### src/verilog/uart_evt_map.svh
// offsets, field positions and reset values of the event and interrupt register block
`ifndef UART_EVT_MAP_SVH
`define UART_EVT_MAP_SVH

// ************************************************************
// event indices inside the flag vector
// ************************************************************
`define EV_CTS_DEASSERTED  0
`define EV_BYTE_RECEIVED   1
`define EV_RXFULL      2
`define EV_BYTE_SENT   3
`define EV_TX_END      4
`define EV_ERROR       5
`define EV_RX_TIMEOUT  6
`define EV_RX_STARTED  7
`define EV_TX_STARTED  8
`define EV_TX_STOPPED  9
`define EV_COUNT       10

// ************************************************************
// register byte offsets
// ************************************************************
`define OFF_CTS_DEASSERTED  12'h104
`define OFF_BYTE_RECEIVED   12'h108
`define OFF_RX_BUFFER_FULL  12'h110
`define OFF_BYTE_SENT       12'h11C
`define OFF_TX_END          12'h120
`define OFF_ERROR           12'h124
`define OFF_RX_TIMEOUT      12'h144
`define OFF_RX_STARTED      12'h14C
`define OFF_TX_STARTED      12'h150
`define OFF_TX_STOPPED      12'h158
`define OFF_SHORTCUTS       12'h200
`define OFF_IRQ_ENABLE      12'h300

// ************************************************************
// field positions and reset values
// ************************************************************
`define FLAG_BIT             0
`define SHORT_RESTART_BIT    5
`define SHORT_STOP_BIT       6
`define IEN_BIT_CTS_DEASSERTED  1
`define IEN_BIT_BYTE_RECEIVED   2
`define IEN_BIT_RXFULL       4
`define IEN_BIT_BYTE_SENT    7
`define IEN_BIT_TX_END       8
`define IEN_BIT_ERROR        9
`define IEN_BIT_RX_TIMEOUT   17
`define IEN_BIT_RX_STARTED   19
`define IEN_BIT_TX_STARTED   20
`define IEN_BIT_TX_STOPPED   22
`define RESET_WORD           32'h0000_0000

`endif

### src/verilog/uart_evt_pkg.sv
// types shared by the event and interrupt register block
package uart_evt_pkg;
  `include "uart_evt_map.svh"

  typedef logic [`EV_COUNT-1:0] event_vec_type;
  typedef logic [31:0]          word_type;
  typedef logic [11:0]          addr_type;
endpackage

### src/verilog/event_flag.sv
// one sticky event flag with set-over-clear priority
`timescale 1ns/1ps

module event_flag (
  input  wire logic core_clk_i,
  input  wire logic reset_i,
  input  wire logic ce_i,
  input  wire logic set_i,
  input  wire logic clr_i,
  output logic      flag_o
);

  // set beats a clear in the same cycle so no event is lost
  always_ff @(posedge core_clk_i) begin
    if (reset_i) begin
      flag_o <= 1'b0;
    end else if (ce_i) begin
      if (set_i) begin
        flag_o <= 1'b1;
      end else if (clr_i) begin
        flag_o <= 1'b0;
      end
    end
  end

endmodule

### src/verilog/uart_event_short_irq_regs.sv
// event flags, rx shortcuts and interrupt enables of the serial transceiver
`timescale 1ns/1ps
`include "uart_evt_map.svh"

module uart_event_short_irq_regs (
  input  wire logic                  core_clk_i,
  input  wire logic                  reset_i,
  input  wire logic                  ce_i,
  input  wire uart_evt_pkg::addr_type addr_i,
  input  wire uart_evt_pkg::word_type wdata_i,
  input  wire logic                  wr_stb_i,
  input  wire logic                  rd_stb_i,
  output uart_evt_pkg::word_type     rdata_o,
  input  wire logic                  cts_deasserted_i,
  input  wire logic                  byte_received_i,
  input  wire logic                  rx_buffer_full_i,
  input  wire logic                  byte_sent_i,
  input  wire logic                  tx_end_i,
  input  wire logic                  error_i,
  input  wire logic                  rx_timeout_i,
  input  wire logic                  rx_started_i,
  input  wire logic                  tx_started_i,
  input  wire logic                  tx_stopped_i,
  output logic                       rx_start_task_o,
  output logic                       rx_stop_task_o,
  output logic                       irq_o
);
  import uart_evt_pkg::*;

  // ************************************************************
  // decode helpers
  // ************************************************************

  // one-hot select of the event register hit by an address
  function automatic event_vec_type flag_select(input addr_type a);
    event_vec_type sel;
    sel = '0;
    case (a)
      `OFF_CTS_DEASSERTED: sel[`EV_CTS_DEASSERTED] = 1'b1;
      `OFF_BYTE_RECEIVED:  sel[`EV_BYTE_RECEIVED]  = 1'b1;
      `OFF_RX_BUFFER_FULL: sel[`EV_RXFULL]     = 1'b1;
      `OFF_BYTE_SENT:      sel[`EV_BYTE_SENT]  = 1'b1;
      `OFF_TX_END:         sel[`EV_TX_END]     = 1'b1;
      `OFF_ERROR:          sel[`EV_ERROR]      = 1'b1;
      `OFF_RX_TIMEOUT:     sel[`EV_RX_TIMEOUT] = 1'b1;
      `OFF_RX_STARTED:     sel[`EV_RX_STARTED] = 1'b1;
      `OFF_TX_STARTED:     sel[`EV_TX_STARTED] = 1'b1;
      `OFF_TX_STOPPED:     sel[`EV_TX_STOPPED] = 1'b1;
      default:             sel                 = '0;
    endcase
    return sel;
  endfunction

  // position of an event's enable bit inside the enable word
  function automatic int ien_bit(input int idx);
    int pos;
    pos = `IEN_BIT_CTS_DEASSERTED;
    case (idx)
      `EV_CTS_DEASSERTED: pos = `IEN_BIT_CTS_DEASSERTED;
      `EV_BYTE_RECEIVED:  pos = `IEN_BIT_BYTE_RECEIVED;
      `EV_RXFULL:     pos = `IEN_BIT_RXFULL;
      `EV_BYTE_SENT:  pos = `IEN_BIT_BYTE_SENT;
      `EV_TX_END:     pos = `IEN_BIT_TX_END;
      `EV_ERROR:      pos = `IEN_BIT_ERROR;
      `EV_RX_TIMEOUT: pos = `IEN_BIT_RX_TIMEOUT;
      `EV_RX_STARTED: pos = `IEN_BIT_RX_STARTED;
      `EV_TX_STARTED: pos = `IEN_BIT_TX_STARTED;
      `EV_TX_STOPPED: pos = `IEN_BIT_TX_STOPPED;
      default:        pos = `IEN_BIT_CTS_DEASSERTED;
    endcase
    return pos;
  endfunction

  // ************************************************************
  // event inputs and sticky flags
  // ************************************************************

  event_vec_type ev_in;
  event_vec_type flags;
  event_vec_type flag_clr;
  event_vec_type wr_sel;
  event_vec_type rd_sel;
  event_vec_type irq_mask;
  logic          restart_short;
  logic          stop_short;
  word_type      ien_word;
  word_type      next_rdata;

  // events come from the core on this clock, so no synchroniser
  assign ev_in[`EV_CTS_DEASSERTED] = cts_deasserted_i;
  assign ev_in[`EV_BYTE_RECEIVED]  = byte_received_i;
  assign ev_in[`EV_RXFULL]     = rx_buffer_full_i;
  assign ev_in[`EV_BYTE_SENT]  = byte_sent_i;
  assign ev_in[`EV_TX_END]     = tx_end_i;
  assign ev_in[`EV_ERROR]      = error_i;
  assign ev_in[`EV_RX_TIMEOUT] = rx_timeout_i;
  assign ev_in[`EV_RX_STARTED] = rx_started_i;
  assign ev_in[`EV_TX_STARTED] = tx_started_i;
  assign ev_in[`EV_TX_STOPPED] = tx_stopped_i;

  // a write of 0 in bit 0 clears only the addressed flag
  assign wr_sel   = flag_select(addr_i);
  assign rd_sel   = flag_select(addr_i);
  assign flag_clr = (wr_stb_i && !wdata_i[`FLAG_BIT]) ? wr_sel : '0;

  // one sticky flag per event
  genvar g;
  generate
    for (g = 0; g < `EV_COUNT; g++) begin : g_flag
      event_flag u_flag (
        .core_clk_i (core_clk_i),
        .reset_i    (reset_i),
        .ce_i       (ce_i),
        .set_i      (ev_in[g]),
        .clr_i      (flag_clr[g]),
        .flag_o     (flags[g])
      );
    end
  endgenerate

  // ************************************************************
  // shortcut and interrupt enable registers
  // ************************************************************

  // shortcut bits, cleared at reset
  always_ff @(posedge core_clk_i) begin
    if (reset_i) begin
      restart_short <= 1'b0;
      stop_short    <= 1'b0;
    end else if (ce_i && wr_stb_i && addr_i == `OFF_SHORTCUTS) begin
      restart_short <= wdata_i[`SHORT_RESTART_BIT];
      stop_short    <= wdata_i[`SHORT_STOP_BIT];
    end
  end

  // enables are kept packed by event index, unpacked on the bus
  always_ff @(posedge core_clk_i) begin
    if (reset_i) begin
      irq_mask <= '0;
    end else if (ce_i && wr_stb_i && addr_i == `OFF_IRQ_ENABLE) begin
      for (int i = 0; i < `EV_COUNT; i++) begin
        irq_mask[i] <= wdata_i[ien_bit(i)];
      end
    end
  end

  // enable word as software sees it, unused bits zero
  always_comb begin
    ien_word = `RESET_WORD;
    for (int i = 0; i < `EV_COUNT; i++) begin
      ien_word[ien_bit(i)] = irq_mask[i];
    end
  end

  // ************************************************************
  // shortcut tasks and interrupt
  // ************************************************************

  // task pulses one cycle after the buffer-full event; both may fire together
  always_ff @(posedge core_clk_i) begin
    if (reset_i) begin
      rx_start_task_o <= 1'b0;
      rx_stop_task_o  <= 1'b0;
    end else if (ce_i) begin
      rx_start_task_o <= rx_buffer_full_i && restart_short;
      rx_stop_task_o  <= rx_buffer_full_i && stop_short;
    end
  end

  // level interrupt straight from flags, so a clear drops it at once
  assign irq_o = |(flags & irq_mask);

  // ************************************************************
  // register read port
  // ************************************************************

  // read mux; flags read back in bit 0 only, unmapped reads zero
  always_comb begin
    next_rdata = `RESET_WORD;
    if (|rd_sel) begin
      next_rdata[`FLAG_BIT] = |(rd_sel & flags);
    end else if (addr_i == `OFF_SHORTCUTS) begin
      next_rdata[`SHORT_RESTART_BIT] = restart_short;
      next_rdata[`SHORT_STOP_BIT]    = stop_short;
    end else if (addr_i == `OFF_IRQ_ENABLE) begin
      next_rdata = ien_word;
    end
  end

  // data stands only in the cycle after the read strobe
  always_ff @(posedge core_clk_i) begin
    if (reset_i) begin
      rdata_o <= `RESET_WORD;
    end else if (ce_i) begin
      rdata_o <= rd_stb_i ? next_rdata : `RESET_WORD;
    end
  end

  // helper: flag of the flag register addressed in the previous cycle, read or not
  logic          rd_hit_q;
  logic          rd_flag_q;
  always_ff @(posedge core_clk_i) begin
    if (reset_i) begin
      rd_hit_q  <= 1'b0;
      rd_flag_q <= 1'b0;
    end else begin
      rd_hit_q  <= ce_i && rd_stb_i && (|rd_sel);
      rd_flag_q <= |(rd_sel & flags);
    end
  end
endmodule

### config.mk
export PLATFORM = sky130hd
export DESIGN_NAME = uart_event_short_irq_regs
export DESIGN_NICKNAME = d
export VERILOG_FILES = /design/src/verilog/uart_evt_pkg.sv /design/src/verilog/event_flag.sv /design/src/verilog/uart_event_short_irq_regs.sv
export VERILOG_INCLUDE_DIRS = /design/src /design/src/verilog
export SDC_FILE = /design/constraint.sdc
export NUM_CORES = 1
export LEC_CHECK = 0
export BUFFER_PORTS_ARGS = -buffer_cell sky130_fd_sc_hd__buf_2
export CAP_MARGIN = 10
export CORE_ASPECT_RATIO = 0.9
export CORE_MARGIN = 1.5
export CORE_UTILIZATION = 26
export DETAILED_ROUTE_END_ITERATION = 6
export SLEW_MARGIN = 20
export SYNTH_ARGS = -nofsm -noshare
export SYNTH_HDL_FRONTEND = slang
export SYNTH_HIERARCHICAL = 1
export SYNTH_SLANG_ARGS = --single-unit
### constraint.sdc
create_clock -name core_clk_i -period 5 [get_ports core_clk_i]
set_input_delay 1 -clock core_clk_i [delete_from_list [all_inputs] [get_ports core_clk_i]]
set_output_delay 1 -clock core_clk_i [all_outputs]
set_load 0.05 [all_outputs]
**Word-level counts from Yosys, hierarchy flattened**

Index checks and enable logic that the tools add are counted.

- Bits of input ports: 59
- Memory bits (writable): 0
- Bits in latches: 0
- Memory bits (read-only): 0
- Bits in registers: 56
- Word-level logic and storage cells: 158
- Memories kept: 0

- Order comparisons: 10
- Bitwise gates (word level): 2
- Div/mod/pow operators: 0
- Muxes and demuxes: 88
- Shift operators: 0
- Eq/ne operators: 12
- $mul: 0
- Add/sub/neg operators: 0
- Reduce and logical (&&, ||, !) cells: 30

Operator list:

| cell | number |
|---|---|
| $mux W32 | 21 |
| $lt A32 B7 Y1 const B | 10 |
| $eq A12 B9 Y1 const B | 10 |
| $mux W1 | 51 |
| $bmux W1 S5 | 10 |
| $mux W31 | 1 |
| $reduce_or A10 Y1 | 3 |
| $eq A12 B10 Y1 const B | 2 |
| $mux W23 | 1 |
| $and A10 B10 Y10 | 2 |
| $reduce_and A2 Y1 | 10 |
| $reduce_bool A2 Y1 | 10 |
| $mux W16 | 1 |
| $mux W10 | 1 |
| $logic_and A1 B1 Y1 | 6 |
| $mux W5 | 1 |
| $mux W2 | 1 |
| $logic_not A1 Y1 | 1 |

**Depth between registers and ports, before layout**

- Word-level depth: 7
- Depth in mapped cells: 6
- Gate-level depth less buffers: 6

**Modules after synthesis**

Netlist, hierarchy kept.

By module, submodules not included:

| module | area each (µm²) | times used | cells an instance |
|---|---|---|---|
| uart_event_short_irq_regs | 1,521.5 | 1 | 180 |
| event_flag | 42.5 | 10 | 4 |

**Worst setup path after synthesis**

Ideal clock, no wire load.

- Path kind: in2reg
- Start point: input port addr_i[1]
- End point: register g_flag[2].u_flag.flag_o
- Buffers on the path: 0
- Data required time: 4.887 ns
- Setup time: 0.113 ns
- Stages: 5
- Path slack: 2.474 ns
- Data arrival time: 2.413 ns
- Cells stage by stage: or4_4 or4_4 nor4_4 a21bo_1 a21oi_2

- Cells in the longest elaborated chain, start to end: 5

Ends and longest elaborated chain:

| what | RTL line | source |
|---|---|---|
| from (decl) | uart_event_short_irq_regs.sv:9 | `input wire uart_evt_pkg::addr_type addr_i,` |
| $eq A12 B9 Y1 | uart_event_short_irq_regs.sv:38 | `case (a)` |
| $mux W1 | uart_event_short_irq_regs.sv:38 |  |
| $mux W10 | uart_event_short_irq_regs.sv:104 | `` assign flag_clr = (wr_stb_i && !wdata_i[`FLAG_BIT]) ? wr_sel : '0; `` |
| via flag_clr[2] | uart_event_short_irq_regs.sv:80 | `event_vec_type flag_clr;` |
| $reduce_bool A2 Y1 (no source line) | - |  |
| $reduce_and A2 Y1 (no source line) | - |  |
| to (signal assigned) | event_flag.sv:16 | `flag_o <= 1'b0;` |
| to (signal assigned) | event_flag.sv:19 | `flag_o <= 1'b1;` |
| to (signal assigned) | event_flag.sv:21 | `flag_o <= 1'b0;` |
| to (decl) | event_flag.sv:10 | `output logic flag_o` |

The timed path passes the listed nets, and every way through them passes these cells.
A chain may end at the register's enable or synchronous reset.

**Worst setup path after layout**

- Start point: input port ce_i
- End point: register irq_mask[2]

- Cells in the longest elaborated chain, start to end: 2

Ends and longest elaborated chain:

| what | RTL line | source |
|---|---|---|
| from (decl) | uart_event_short_irq_regs.sv:8 | `input wire logic ce_i,` |
| $logic_and A1 B1 Y1 | uart_event_short_irq_regs.sv:140 | `` end else if (ce_i && wr_stb_i && addr_i == `OFF_IRQ_ENABLE) begin `` |
| $logic_and A1 B1 Y1 (no source line) | - |  |
| to (signal, indexed assignment) | uart_event_short_irq_regs.sv:142 | `irq_mask[i] <= wdata_i[ien_bit(i)];` |
| to (decl) | uart_event_short_irq_regs.sv:83 | `event_vec_type irq_mask;` |

No other way between the ends.

==> run_results.csv <==
group,metric,value,unit
outcome,outcome,"finished clean",
min_path,hold_end,"rx_start_task_o",
clock_network,cts_max_path_buffers,2,
setup_path,path_buf_inv,1,
sta,setup_viol,0,
routing,viasPerCell,4.75,
clock_network,cts_buffers,5,
sta,drv_slew,0,
clock_network,insertion_delay,0.29,ns
sta,rsz0062_at_grt,"false",
clock_network,ctsResizeCount,0,
sta,tightest_slew,0.683,ns
grt,grt_pass1_wl,8010,um
layout,mostFrequentLayoutCell,"buf_2",
place,place_hpwl,3820,um
setup_path,r2r_setup_slack,3.68,ns
routing,vias,1732,
setup_path,worstSetupStartpointType,"input pin",
logic_synthesis,synth-edff-count,0,
layout,antenna_cells,0,
floorplan,ios,94,
clock_network,path_clk_slew,0.08,ns
clock_network,cts_root_buf,"clkbuf_8",
floorplan,dieWidth,94.2,um
layout,multi_input_area,1050,um2
layout,nets,330,
logic_synthesis,synthFlopType,"dfxtp_1",
place,gp_congestion,0.760,
setup_path,reg2regPathDepth,4,
setup_path,r2r-end,"rdata_o[0]",
setup_path,worst-path-stages,5,
logic_synthesis,synth_seq_cells,37,
layout,register_area,741,um2
pwr,leakagePower,0.941,nW
layout,n_fill_cell,776,
pwr,p_switching,0.000187,W
setup_path,path_cells,"buf_2, nor4bb_1, nand4_1, o21ai_0, a21oi_1",
grt,grt_max_degree,33,
logic_synthesis,syn_avg_cell_area,8.85,um2
routing,routedWlPerCell,13.7,um
logic_synthesis,synth_seq_area_share,0.380,
pwr,internal_power,0.000526,W
floorplan,rows,29,
floorplan,start_util,0.272,
layout,drive_gt1_frac,0.294,
setup_path,worst-path-max-fanout,30,
logic_synthesis,async_flop_share,0,
place,io_buffers,55,
floorplan,die_h,85.1,um
sta,hold_viol,0,
layout,fin_area,2360,um2
sta,clock_skew,0.00436,ns
floorplan,fp.dieArea,8020,um2
grt,grt_overflow,0,
pwr,finalPower,0.000713,W
logic_synthesis,syn_area,1950,um2
clock_network,cts_tree,"built",
setup_path,arrival,2.91,ns
floorplan,core_area,7150,um2
routing,dr.pass1.iters,5,
layout,final_cell_mix,"buf_2 (55), dfxtp_1 (37), conb_1 (19), nand3_1 (17), a21oi_1 (14)",
pwr,max-vdd-ir-drop,0.114,mV
routing,drt_iter0_drc,70,
pwr,pwr-share-comb,0.126,
routing,antenna_left,0,
pwr,sw_frac_of_total,0.262,
setup_path,r2r-start,"g_flag[3].u_flag/flag_o",
setup_path,cpPeakStageDelay,0.53,ns
setup_path,cp_slowest_cell,"nand4_1",
sta,finalCriticalPeriod,2.77,ns
clock_network,ctsHoldBuffers,0,
layout,layout.cells.non_filler,365,
pwr,power_density,302,nW/um2
logic_synthesis,synth_warnings,6,
routing,routed_wl,5000,um
layout,area_delta_synth_final,21.1,%
place,postPlaceCellArea,2220,um2
routing,drc_errors,0,
grt,grt_pass1_vias,1674,
logic_synthesis,synth_cells,220,
setup_path,critPathKind,"in2reg",
logic_synthesis,synth_cell_types,43,
min_path,worstHoldPathCells,2,
sta,relSlewSlack,0.543,
job,maxCapViolations,0,
clock_network,cts_setup_buffers,0,
grt,antenna_found_initial,0,
pwr,seq_power_share,0.428,
setup_path,cp_top_family,"simple AND/OR/NAND/NOR gates",
min_path,worstHoldStart,"rx_start_task_o",
setup_path,cp-end-kind,"flop",
sta,max_freq,0.361,GHz
grt,globalRouteTotalUtil,0.126,
sta,period_share,0.553,
min_path,hold_path_class,"reg2reg",
clock_network,cts_sinks,37,
sta,fin_setup_tns,0,ns
pwr,p_clk_frac,0.446,
setup_path,required,5.14,ns
clock_network,h-tree-depth,2,
place,dp.cells,357,
-- routing by layer --
layer / track usage / routed length (um) / part of all wire
met2: 0.207 / 2280 / 0.46
met1: 0.161 / 2310 / 0.46
met4: 0.0407 / 65 / 0.013
met3: 0.0323 / 336 / 0.067
met5: 0 / 0 / 0
-- logic make-up after synthesis --
family | share of synthesized area
mux | 0.00514
other cells | 0.00193
buf+inv | 0.112
simple gates | 0.235
compound gates | 0.265
flops | 0.380
-- layout make-up --
| class | count | area share |
|---|---|---|
| clock buffers | 5 | 0.0292 |
| clock inverters | 3 | 0.0292 |
| inverters | 9 | 0.0143 |
| multi-input cells | 163 | 0.447 |
| flip-flops and latches | 37 | 0.314 |
| well taps | 93 | 0.0493 |
| repair buffers | 55 | 0.117 |
-- state kept, by name (all words and copies together) (netlist names) --
register,count
restart_short,1
rx_stop_task_o,1
stop_short,1
rx_start_task_o,1
g_flag.u_flag/flag_o,10
rdata_o,13
irq_mask,10
-- worst register-to-register path: cells and delay by family, from the launching register on --
| family | cells | cell delay [ns] |
|---|---|---|
| AO/OA/AOI/OAI | 3 | 0.75 |
| flip-flops | 1 | 0.40 |
| AND/OR/NAND/NOR | 1 | 0.09 |
-- power groups by stage --
| stage | Combinational (W) | Clock, W | Sequential (W) |
|---|---|---|---|
| global placement | 0.0000889 | 0 | 0.000312 |
| floorplan | 0.0000729 | 0 | 0.000310 |
| detailed placement | 0.0000894 | 0 | 0.000312 |
| finish | 0.0000895 | 0.000318 | 0.000305 |
| global route | 0.0000969 | 0.000336 | 0.000306 |
| CTS | 0.0000896 | 0.000323 | 0.000305 |
-- synthesized netlist by cell type (2+ instances only) --
master,instances,share of area
a21oi_1,14,0.036
dfxtp_1,37,0.38
or4_4,2,0.012
clkbuf_1,6,0.012
nor2b_1,2,0.0064
buf_2,4,0.010
o21ai_0,3,0.0077
nand2b_1,5,0.016
nand2_1,13,0.025
a21bo_1,10,0.051
or4b_1,2,0.010
o21ai_1,10,0.026
buf_4,19,0.073
a22oi_1,3,0.012
nor3_1,3,0.0077
a22o_1,11,0.049
nor4_1,3,0.0096
a21oi_2,10,0.045
inv_1,9,0.017
nand3_1,17,0.044
nor4_2,2,0.013
o32ai_1,4,0.018
nand4_1,2,0.0064
nor2_1,7,0.013
nand3b_1,4,0.015
-- worst max path at each step --
stage,start,endpoint
floorplan,addr_i[1],g_flag[2].u_flag/flag_o
global placement,ce_i,irq_mask[2]
detailed placement,ce_i,irq_mask[2]
CTS,ce_i,irq_mask[2]
global route,ce_i,irq_mask[2]
finish,ce_i,irq_mask[2]
-- stage by stage --
| stage | setup slack [ns] | utilization | hold slack (ns) |
|---|---|---|---|
| global route | 2.03 | 0.330 | 0.498 |
| detailed placement | 1.96 | 0.311 | 0.462 |
| floorplan | 2.47 | - | 0.458 |
| CTS | 2.27 | 0.330 | 0.481 |
| finish | 2.23 | 0.330 | 0.478 |
| global placement | 2.00 | 0.311 | 0.461 |
Power figures use the tool's default switching activity.
